`src/verilog/midi_scene_pkg.sv`:
```
// Purpose: Shared constants for the scene and mute control over the music link.
// Assumes: 100 MHz system clock, standard serial music rate of 31250 baud.
// Notes: Register offsets are byte addresses on a 32-bit APB slave.
package midi_scene_pkg;
	// Clock and link timing.
	localparam int CLK_HZ = 100_000_000;
	localparam int MIDI_BAUD = 31250;
	localparam int BIT_CYCLES = CLK_HZ / MIDI_BAUD;
	// Scene store and channel limits.
	localparam int SCENES = 99;
	localparam logic [6:0] SCENE_MAX = 7'h62;
	localparam int MUTE_CHANNELS = 18;
	localparam logic [4:0] TX_OFF = 5'h10;
	localparam logic [4:0] RX_OMNI = 5'h10;
	localparam logic [4:0] RX_OFF = 5'h11;
	// Register byte offsets.
	localparam logic [7:0] OFF_CTRL = 8'h00;
	localparam logic [7:0] OFF_CMD = 8'h04;
	localparam logic [7:0] OFF_STAT = 8'h08;
	localparam logic [7:0] OFF_MUTE = 8'h0c;
	localparam logic [7:0] OFF_MIDX = 8'h10;
	localparam logic [7:0] OFF_MDAT = 8'h14;
	// Field positions.
	localparam int CTRL_TX_LSB = 0;
	localparam int CTRL_RX_LSB = 8;
	localparam int CTRL_NME_BIT = 16;
	localparam int CTRL_VIEW_LSB = 17;
	localparam int CMD_RECALL_BIT = 8;
	localparam int CMD_KEY_BIT = 9;
	localparam int CMD_TOGGLE_BIT = 10;
	localparam int CMD_UP_BIT = 11;
	localparam int CMD_DOWN_BIT = 12;
	localparam int CMD_CH_LSB = 16;
	localparam int STAT_BUSY_BIT = 8;
	// Reset values.
	localparam logic [4:0] TX_RST = 5'h00;
	localparam logic [4:0] RX_RST = 5'h00;
	localparam logic NME_RST = 1'b0;
	// Message codes and note mapping.
	localparam logic [3:0] ST_PROG = 4'hc;
	localparam logic [3:0] ST_NOTE_ON = 4'h9;
	localparam logic [6:0] NOTE_BASE = 7'h24;
	localparam logic [6:0] VEL_ON = 7'h40;
	localparam logic [6:0] VEL_KEY = 7'h7f;
	// Display view selected through the control register view field.
	typedef enum logic [1:0] {VIEW_SCENE, VIEW_SEND, VIEW_RCV} view_e;
endpackage

```
`src/verilog/midi_byte_if.sv`:
```
// Purpose: Byte stream between the scene controller and the serial port.
// Assumes: One clock; a transmit byte is taken when txValid and txReady.
// Notes: rxValid is a one-cycle pulse per received byte.
`timescale 1ns/100ps
interface midi_byte_if;
	logic [7:0] txData;
	logic txValid;
	logic txReady;
	logic [7:0] rxData;
	logic rxValid;
	modport port(input txData, input txValid, output txReady,
		output rxData, output rxValid);
	modport core(output txData, output txValid, input txReady,
		input rxData, input rxValid);
endinterface

```
`src/verilog/midi_scene_mute_control.sv`:
```
// Purpose: Scene recall and channel mute control over the music link.
// Assumes: APB master for software; remote pins asynchronous to clk.
// Notes: Panel keys arrive as writes to the command register.
`timescale 1ns/100ps
module midi_scene_mute_control
	import midi_scene_pkg::*;
#(
	parameter int CH = MUTE_CHANNELS,
	parameter int BIT_CNT = BIT_CYCLES
) (
	input wire logic clk,
	input wire logic rst_n,
	input wire logic ce,
	input wire logic [7:0] paddr,
	input wire logic psel,
	input wire logic penable,
	input wire logic pwrite,
	input wire logic [31:0] pwdata,
	output logic [31:0] prdata,
	output logic pready,
	output logic pslverr,
	input wire logic midiIn,
	output logic midiOut,
	input wire logic remoteUp,
	input wire logic remoteDown,
	output logic [CH-1:0] mutes
);
	midi_byte_if link();
	logic [4:0] txChan_r;
	logic [4:0] rxChan_r;
	logic noteMuteEn_r;
	view_e view_r;
	logic [6:0] scene_r;
	logic [CH-1:0] mutes_r;
	logic [CH-1:0] sceneMem_r [SCENES];
	logic [6:0] memIdx_r;
	logic [7:0] status_r;
	logic [6:0] data1_r;
	logic haveData1_r;
	logic [1:0][2:0] remSync_r;
	logic [1:0] remLevel_r;
	logic [7:0] txBuf_r [6];
	logic [2:0] txLen_r;
	logic [2:0] txIdx_r;
	logic wrEn;
	logic rdEn;
	logic progHit;
	logic noteHit;
	logic [6:0] noteIdx;
	logic [1:0] remPress;
	logic cmdRecall;
	logic keyDo;
	logic [4:0] keyCh;
	logic recallDo;
	logic [6:0] recallNum;
	logic txBusy;
	logic [31:0] rdMux;

	// True when a message channel passes the receive channel setting.
	function automatic logic chanMatch(input logic [4:0] sel,
		input logic [3:0] ch);
		chanMatch = (sel == RX_OMNI) || (sel == {1'b0, ch});
	endfunction

	// Next scene number one step up or down, wrapping inside the store.
	function automatic logic [6:0] stepScene(input logic [6:0] s,
		input logic up);
		if (up) begin
			stepScene = (s >= SCENE_MAX) ? 7'h00 : s + 7'h01;
		end else begin
			stepScene = (s == 7'h00) ? SCENE_MAX : s - 7'h01;
		end
	endfunction

	midi_serial_port #(.BIT_CNT(BIT_CNT)) serialPort (
		.clk(clk),
		.rst_n(rst_n),
		.ce(ce),
		.midiIn(midiIn),
		.midiOut(midiOut),
		.bus(link.port)
	);

	// APB decode; the slave always answers in the access cycle.
	assign pready = 1'b1;
	assign wrEn = ce && psel && penable && pwrite;
	assign rdEn = psel && !pwrite;
	assign mutes = mutes_r;
	assign txBusy = (txIdx_r != txLen_r);
	assign link.txValid = txBusy;
	// The index never reaches the buffer end while a byte is offered.
	assign link.txData = txBusy ? txBuf_r[txIdx_r] : 8'h00;

	// Unmapped addresses read zero and flag an error.
	always_comb begin
		rdMux = 32'h0000_0000;
		pslverr = 1'b0;
		if (paddr == OFF_CTRL) begin
			rdMux[CTRL_TX_LSB +: 5] = txChan_r;
			rdMux[CTRL_RX_LSB +: 5] = rxChan_r;
			rdMux[CTRL_NME_BIT] = noteMuteEn_r;
			rdMux[CTRL_VIEW_LSB +: 2] = view_r;
		end else if (paddr == OFF_CMD) begin
			rdMux[STAT_BUSY_BIT] = txBusy;
		end else if (paddr == OFF_STAT) begin
			rdMux[6:0] = scene_r;
			rdMux[STAT_BUSY_BIT] = txBusy;
		end else if (paddr == OFF_MUTE) begin
			rdMux[CH-1:0] = mutes_r;
		end else if (paddr == OFF_MIDX) begin
			rdMux[6:0] = memIdx_r;
		end else if (paddr == OFF_MDAT) begin
			rdMux[CH-1:0] = sceneMem_r[memIdx_r];
		end else begin
			pslverr = psel && penable;
		end
	end

	// Read data is captured in the setup cycle and held through access.
	always_ff @(posedge clk) begin
		if (!rst_n) begin
			prdata <= 32'h0000_0000;
		end else if (ce) begin
			if (!rdEn) begin
				prdata <= 32'h0000_0000;
			end else if (!penable) begin
				prdata <= rdMux;
			end
		end
	end

	// Channel settings, view and note-mute enable.
	always_ff @(posedge clk) begin
		if (!rst_n) begin
			txChan_r <= TX_RST;
			rxChan_r <= RX_RST;
			noteMuteEn_r <= NME_RST;
			view_r <= VIEW_SCENE;
		end else if (wrEn && paddr == OFF_CTRL) begin
			if (pwdata[CTRL_TX_LSB +: 5] <= TX_OFF) begin
				txChan_r <= pwdata[CTRL_TX_LSB +: 5];
			end
			if (pwdata[CTRL_RX_LSB +: 5] <= RX_OFF) begin
				rxChan_r <= pwdata[CTRL_RX_LSB +: 5];
			end
			if (pwdata[CTRL_VIEW_LSB +: 2] != 2'h3) begin
				view_r <= view_e'(pwdata[CTRL_VIEW_LSB +: 2]);
			end
		end else if (wrEn && paddr == OFF_CMD && pwdata[CMD_TOGGLE_BIT]
			&& view_r != VIEW_SCENE) begin
			noteMuteEn_r <= !noteMuteEn_r;
		end
	end

	// Remote footswitch pins: three stages, level moves when two agree.
	always_ff @(posedge clk) begin
		if (!rst_n) begin
			remSync_r <= '0;
			remLevel_r <= 2'h0;
		end else if (ce) begin
			remSync_r[0] <= {remSync_r[0][1:0], remoteUp};
			remSync_r[1] <= {remSync_r[1][1:0], remoteDown};
			for (int i = 0; i < 2; i++) begin
				if (remSync_r[i][1] == remSync_r[i][2]) begin
					remLevel_r[i] <= remSync_r[i][2];
				end
			end
		end
	end
	assign remPress[0] = remSync_r[0][1] && remSync_r[0][2] && !remLevel_r[0];
	assign remPress[1] = remSync_r[1][1] && remSync_r[1][2] && !remLevel_r[1];

	// Incoming message decode with running status.
	// off ignores all, channel match
	assign progHit = link.rxValid && !link.rxData[7] && rxChan_r != RX_OFF
		&& status_r[7:4] == ST_PROG && chanMatch(rxChan_r, status_r[3:0]);
	assign noteIdx = link.rxData[6:0] == 7'h00 ? 7'h7f : data1_r - NOTE_BASE;
	// enable gate, note range, velocity zero ignored
	assign noteHit = link.rxValid && !link.rxData[7] && haveData1_r
		&& rxChan_r != RX_OFF && noteMuteEn_r
		&& status_r[7:4] == ST_NOTE_ON && chanMatch(rxChan_r, status_r[3:0])
		&& data1_r >= NOTE_BASE && noteIdx < 7'(CH);

	always_ff @(posedge clk) begin
		if (!rst_n) begin
			status_r <= 8'h00;
			data1_r <= 7'h00;
			haveData1_r <= 1'b0;
		end else if (ce && link.rxValid) begin
			if (link.rxData[7]) begin
				if (link.rxData < 8'hf8) begin
					status_r <= link.rxData;
					haveData1_r <= 1'b0;
				end
			end else if (status_r[7:4] == ST_NOTE_ON) begin
				data1_r <= link.rxData[6:0];
				haveData1_r <= !haveData1_r;
			end
		end
	end

	// Recall sources in priority: received, command, remote up, down.
	assign cmdRecall = wrEn && paddr == OFF_CMD && pwdata[CMD_RECALL_BIT];
	assign keyCh = pwdata[CMD_CH_LSB +: 5];
	assign keyDo = wrEn && paddr == OFF_CMD && pwdata[CMD_KEY_BIT]
		&& keyCh < 5'(CH);
	always_comb begin
		recallDo = 1'b0;
		recallNum = scene_r;
		if (progHit) begin
			recallDo = 1'b1;
			recallNum = link.rxData[6:0];
		end else if (cmdRecall) begin
			recallDo = 1'b1;
			recallNum = pwdata[6:0];
		end else if (wrEn && paddr == OFF_CMD && pwdata[CMD_UP_BIT]) begin
			recallDo = 1'b1;
			recallNum = stepScene(scene_r, 1'b1);
		end else if (wrEn && paddr == OFF_CMD && pwdata[CMD_DOWN_BIT]) begin
			recallDo = 1'b1;
			recallNum = stepScene(scene_r, 1'b0);
		end else if (ce && remPress[0]) begin
			recallDo = 1'b1;
			recallNum = stepScene(scene_r, 1'b1);
		end else if (ce && remPress[1]) begin
			recallDo = 1'b1;
			recallNum = stepScene(scene_r, 1'b0);
		end
		if (recallNum > SCENE_MAX) begin
			recallDo = 1'b0;
		end
	end

	always_ff @(posedge clk) begin
		if (!rst_n) begin
			memIdx_r <= 7'h00;
		end else if (wrEn && paddr == OFF_MIDX) begin
			memIdx_r <= (pwdata[6:0] > SCENE_MAX) ? SCENE_MAX : pwdata[6:0];
		end
	end
	always_ff @(posedge clk) begin
		if (wrEn && paddr == OFF_MDAT) begin
			sceneMem_r[memIdx_r] <= pwdata[CH-1:0];
		end
	end

	// Scene number and live mutes.
	always_ff @(posedge clk) begin
		if (!rst_n) begin
			scene_r <= 7'h00;
			mutes_r <= '0;
		end else if (ce) begin
			if (recallDo) begin
				scene_r <= recallNum;
				mutes_r <= sceneMem_r[recallNum];
			end else if (noteHit) begin
				mutes_r[noteIdx[4:0]] <= (link.rxData[6:0] >= VEL_ON);
			end else if (keyDo) begin
				mutes_r[keyCh] <= !mutes_r[keyCh];
			end else if (wrEn && paddr == OFF_MUTE) begin
				mutes_r <= pwdata[CH-1:0];
			end
		end
	end

	// Outgoing message builder; a request while busy is not sent.
	always_ff @(posedge clk) begin
		if (!rst_n) begin
			txLen_r <= 3'h0;
			txIdx_r <= 3'h0;
			for (int i = 0; i < 6; i++) begin
				txBuf_r[i] <= 8'h00;
			end
		end else if (ce) begin
			if (!txBusy && txChan_r != TX_OFF && recallDo) begin
				txBuf_r[0] <= {ST_PROG, txChan_r[3:0]};
				txBuf_r[1] <= {1'b0, recallNum};
				txLen_r <= 3'h2;
				txIdx_r <= 3'h0;
			end else if (!txBusy && txChan_r != TX_OFF && keyDo) begin
				txBuf_r[0] <= {ST_NOTE_ON, txChan_r[3:0]};
				txBuf_r[1] <= {1'b0, NOTE_BASE + 7'(keyCh)};
				txBuf_r[2] <= {1'b0, VEL_KEY};
				txBuf_r[3] <= {ST_NOTE_ON, txChan_r[3:0]};
				txBuf_r[4] <= {1'b0, NOTE_BASE + 7'(keyCh)};
				txBuf_r[5] <= 8'h00;
				txLen_r <= 3'h6;
				txIdx_r <= 3'h0;
			end else if (txBusy && link.txReady) begin
				txIdx_r <= txIdx_r + 3'h1;
			end
		end
	end
endmodule // midi_scene_mute_control

```
`src/verilog/midi_serial_port.sv`:
```
// Purpose: Serial byte transmitter and receiver for the music link.
// Assumes: 8 data bits, one start and one stop bit, no parity.
// Notes: The receive pin is synchronised by three flip-flops.
`timescale 1ns/100ps
module midi_serial_port
	import midi_scene_pkg::*;
#(
	parameter int BIT_CNT = BIT_CYCLES
) (
	input wire logic clk,
	input wire logic rst_n,
	input wire logic ce,
	input wire logic midiIn,
	output logic midiOut,
	midi_byte_if.port bus
);
	logic [8:0] txShift_r;
	logic [3:0] txLeft_r;
	logic [15:0] txCnt_r;
	logic [2:0] rxSync_r;
	logic rxLine_r;
	logic [3:0] rxBits_r;
	logic [15:0] rxCnt_r;
	logic [7:0] rxShift_r;
	logic [7:0] rxData_r;
	logic rxValid_r;

	assign bus.txReady = (txLeft_r == 4'h0);
	assign bus.rxData = rxData_r;
	assign bus.rxValid = rxValid_r;

	// Transmitter: start bit, data LSB first, stop bit, each BIT_CNT long.
	always_ff @(posedge clk) begin
		if (!rst_n) begin
			txShift_r <= 9'h1ff;
			txLeft_r <= 4'h0;
			txCnt_r <= 16'h0000;
			midiOut <= 1'b1;
		end else if (ce) begin
			if (txLeft_r == 4'h0) begin
				if (bus.txValid) begin
					midiOut <= 1'b0;
					txShift_r <= {1'b1, bus.txData};
					txLeft_r <= 4'ha;
					txCnt_r <= 16'(BIT_CNT - 1);
				end
			end else if (txCnt_r != 16'h0000) begin
				txCnt_r <= txCnt_r - 16'h0001;
			end else begin
				txLeft_r <= txLeft_r - 4'h1;
				txCnt_r <= 16'(BIT_CNT - 1);
				if (txLeft_r > 4'h1) begin
					midiOut <= txShift_r[0];
					txShift_r <= {1'b1, txShift_r[8:1]};
				end
			end
		end
	end

	// Three-stage synchroniser; the line level moves when stages two and
	// three agree, which filters single-cycle glitches.
	always_ff @(posedge clk) begin
		if (!rst_n) begin
			rxSync_r <= 3'h7;
			rxLine_r <= 1'b1;
		end else if (ce) begin
			rxSync_r <= {rxSync_r[1:0], midiIn};
			if (rxSync_r[1] == rxSync_r[2]) begin
				rxLine_r <= rxSync_r[2];
			end
		end
	end

	// Receiver samples mid-bit; a frame without a high stop bit is dropped.
	always_ff @(posedge clk) begin
		if (!rst_n) begin
			rxBits_r <= 4'h0;
			rxCnt_r <= 16'h0000;
			rxShift_r <= 8'h00;
			rxData_r <= 8'h00;
			rxValid_r <= 1'b0;
		end else if (ce) begin
			rxValid_r <= 1'b0;
			if (rxBits_r == 4'h0) begin
				if (!rxLine_r) begin
					rxBits_r <= 4'ha;
					rxCnt_r <= 16'(BIT_CNT / 2 - 1);
				end
			end else if (rxCnt_r != 16'h0000) begin
				rxCnt_r <= rxCnt_r - 16'h0001;
			end else begin
				rxCnt_r <= 16'(BIT_CNT - 1);
				if (rxBits_r == 4'ha) begin
					rxBits_r <= rxLine_r ? 4'h0 : 4'h9;
				end else if (rxBits_r == 4'h1) begin
					rxBits_r <= 4'h0;
					rxValid_r <= rxLine_r;
					rxData_r <= rxShift_r;
				end else begin
					rxShift_r <= {rxLine_r, rxShift_r[7:1]};
					rxBits_r <= rxBits_r - 4'h1;
				end
			end
		end
	end
endmodule // midi_serial_port

```
`config.mk`:
```
export PLATFORM = sky130hd
export DESIGN_NAME = midi_scene_mute_control
export DESIGN_NICKNAME = d
export VERILOG_FILES = /design/src/verilog/midi_scene_pkg.sv /design/src/verilog/midi_byte_if.sv /design/src/verilog/midi_scene_mute_control.sv /design/src/verilog/midi_serial_port.sv
export SDC_FILE = /design/constraint.sdc
export NUM_CORES = 2
export LEC_CHECK = 0
export ABC_AREA = 1
export BUFFER_PORTS_ARGS = -buffer_cell sky130_fd_sc_hd__buf_2
export CORE_ASPECT_RATIO = 1.5
export CORE_MARGIN = 10
export CORE_UTILIZATION = 35
export DETAILED_ROUTE_END_ITERATION = 8
export PLACE_DENSITY_LB_ADDON = 0.15
export SYNTH_ARGS = -nofsm -noshare
export SYNTH_HDL_FRONTEND = slang
export SYNTH_SLANG_ARGS = --single-unit
```
`constraint.sdc`:
```
create_clock -name clk -period 6.7 [get_ports clk]
set_clock_uncertainty 0.1 [all_clocks]
set_input_delay 1.005 -clock clk [delete_from_list [all_inputs] [get_ports clk]]
set_output_delay 1.005 -clock clk [all_outputs]
set_load 0.05 [all_outputs]
```
==> qor.yml <==
dr.pass1.iters: 7
cp-startpoint: "scene_r[0]$_SDFFE_PN0P_"
cts-root-buf: "clkbuf_16"
use_met2_pct: 45.4
use_met1_pct: 31.2
grt-ovfl-total: 0
stdcell_area_um2: 114000
vias: 89400
cts.sinks: 1981
cts.clk_slew.worst_paths_ns: 0.07
syn_inst: 11400
seq_area_frac_synth_pct: 56.6
gp_congestion: 0.939
hp-start: "remoteUp"
synth.distinct_cells: 55
syn2layout_area_growth_pct: 11.8
hold_buffers: 0
drc: 0
ys_warn_count: 0
path_class: "reg2reg"
cts_setup_buffers: 0
min_period_over_period_pct: 78.8
setup.worst_path.end_class: "flop"
max_cap_violations: 0
power.leakage_nw: 41.2
synth_area_per_cell_um2: 8.94
die_area_um2: 314000
row_count: 242
htree_num_levels: 4
p_int_mw: 20.6
slew_violations: 0
rsz0062_at_grt: "no"
busiest_layer: "met2"
final_core_util_pct: 39.3
total_power_mw: 27.4
num_io_pins: 102
setup_viol: 0
p_clk_share_pct: 42.2
dieHeight_um: 681
post-route-min-period_ns: 5.28
final_hold_viol_count: 0
grtUsageTotal_pct: 27.5
port_buffers: 76
swShare_pct: 24.8
grt_pass1_vias: 85200
timing.setup.tns_ns: 0
yosys-top-cells-area: "edfxtp_1 (53%), nand3_1 (9.5%), nand2_1 (6.6%), o21ai_0 (6.3%), inv_1 (4.2%)"
max_freq_mhz: 189
status: "complete, no violations"
grt_first_pass_wirelength_mm: 625
startpoint_type: "flop"
synth_ff_type: "edfxtp_1"
setup_ws_ns: 1.42
post-place-ws_ns: 0.917
peakVddDrop_mv: 0.197
drive_gt1_share_pct: 7.92
ctsResizeCount: 0
min_path_type: "in2reg"
syn-cell-area_um2: 102000
synth-seq-cells: 1981
yosysTopAreaCellShare_pct: 53.2
tritoncts: "done"
grt_antenna_before_repair: 14
pwr-share-seq_pct: 49.8
synth_edf_count: 1806
r2r-start: "scene_r[0]$_SDFFE_PN0P_"
avgRoutedWirePerCell_um: 29.7
cts_made_buffers: 208
yosysTopAreaCell: "edfxtp_1"
via_per_inst: 5.90
dp_hpwl_mm: 279
ys_async_sr_fraction_pct: 0
drtIter0Drc: 10300
floorplan.initialDensity_pct: 35.2
routed_wl_mm: 450
cp.required_ns: 7.41
clockBufferDepth: 4
worst_slew_pin_slew_ns: 1.44
grt_max_degree: 168
antenna_left: 0
clock_latency_ns: 0.90
p_sw_mw: 6.78
cp_max_fo: 51
chipWidth_um: 461
slew_headroom_pct: 3.30
postPlaceCellArea_um2: 107000
powerDensity_nw_per_um2: 241
fp.coreArea_um2: 290000
groute.layer.met3.usage_pct: 3.88
comb_power_share_pct: 8.0
layout.nets: 11300
cp_data_arrival_time_ns: 5.99
-- cell families after synthesis --
family | Yosys count | share of synthesized area [%]
adders and majority gates | 21 | 0.258
DFF | 1981 | 56.6
buffers and inverters | 2046 | 7.96
other | 2 | 0.00737
and+or+nand+nor | 4690 | 20.6
xor gates and xnor gates | 14 | 0.120
AOI/OAI and AO/OA | 2647 | 14.4
-- sequential cells by signal, summed over array words and instances, names as in the netlist, 7 cells and up, named ones only --
register               flops
sceneMem_r              1782
memIdx_r                   7
serialPort.rxShift_r       8
serialPort.rxCnt_r        16
txBuf_r                   26
prdata                    19
mutes                     18
status_r                   8
serialPort.txCnt_r        16
serialPort.bus.rxData      8
data1_r                    7
scene_r                    7
serialPort.txShift_r       8
-- final cells by class --
cell class / count / area (µm²)
Antenna cell: 12 / 30.0
Clock buffer: 258 / 5550
Multi-Input combinational cell: 7386 / 36500
Tap cell: 3782 / 4730
Inverter: 1171 / 4430
Sequential cell: 1981 / 57800
Fill cell: 28300 / 176000
Clock inverter: 107 / 947
Timing Repair Buffer: 447 / 3990
-- cells in the mapped netlist (all sizes together) (3+ instances only) --
master,count
buf,343
o2111ai,3
xnor2,8
edfxtp,1806
nand3b,177
and3,4
ha,21
o21ai,1300
o31ai,14
nor3,32
o221ai,74
or2,8
nand2,1809
nand3,1940
a22oi,7
a31oi,25
nor4,7
o311ai,7
o22ai,64
a211oi,6
clkinv,10
nand4,29
clkbuf,532
a21oi,801
dfxtp,175
xor2,6
inv,1161
nor2,683
a221oi,22
o211ai,312
-- final timing paths --
check / end / slack, ns / cells past startpoint
setup reg to reg: mutes[10]$_SDFFE_PN0P_ / 1.42 / 18
hold reg to reg: prdata[18]$_SDFFE_PN0P_ / 0.36 / 2
setup / recovery: mutes[10]$_SDFFE_PN0P_ / 1.42 / 18
hold / removal: remSync_r[0]$_SDFFE_PN0P_ / 0.24 / 3
-- power by group through the flow --
stage	Clock, mW	Combinational (mW)	Sequential, mW
after floorplan	0	1.24	13.9
after global placement	0	2.13	13.9
after detailed placement	0	2.16	13.9
after CTS	11.7	2.17	13.7
after global routing	12.2	2.39	13.7
final	11.6	2.19	13.7
-- critical path, stage by stage (launching register included) --
cell and delay (ns):
dfxtp_1 0.59, inv_1 0.27, ha_1 0.26, inv_1 0.05
nor2_1 0.03, nand3_1 0.17, o21ai_0 0.16, nand3_1 0.14
nand4_1 0.21, a21oi_4 0.79, buf_12 0.44, nand3_1 0.14
nand3_1 0.48, nand3_1 0.25, nor2_1 0.62, nor2_1 0.08
nand2_1 0.18, nand2_1 0.08, a21oi_1 0.12
-- through the flow --
step,hold slack [ns],std cells
2_1_floorplan,0.323,11400
3_3_place_gp,0.340,14800
3_5_place_dp,0.352,14800
4_1_cts,0.182,15100
5_1_grt,0.229,15100
6_report,0.241,15100
-- layout by cell type, fill, tap and decap left out, types with 22 or more instances in the layout --
master	count
nor2_2	103
buf_2	58
o211ai_1	312
a21oi_1	798
nor3_1	32
nand2_1	1802
nor2_1	577
clkinv_1	46
a31oi_1	25
edfxtp_1	1806
buf_12	62
clkinv_2	42
o21ai_0	1281
nand3_1	1926
nand4_1	29
a221oi_1	22
o22ai_1	64
clkbuf_1	38
o221ai_1	74
clkbuf_16	213
nand3b_1	177
buf_4	327
dfxtp_1	170
inv_1	1150
-- per-layer routing --
| metal | share of wire, % | vias to the layer above | wire length [µm] |
|---|---|---|---|
| met5 | 0.0060 | - | 27 |
| met4 | 11 | 4 | 47300 |
| met3 | 7.5 | 1313 | 33700 |
| met2 | 47 | 4806 | 210000 |
| met1 | 35 | 43800 | 159000 |
| li1 | - | 39500 | - |
No activity file was read; power rests on OpenSTA's default activity.
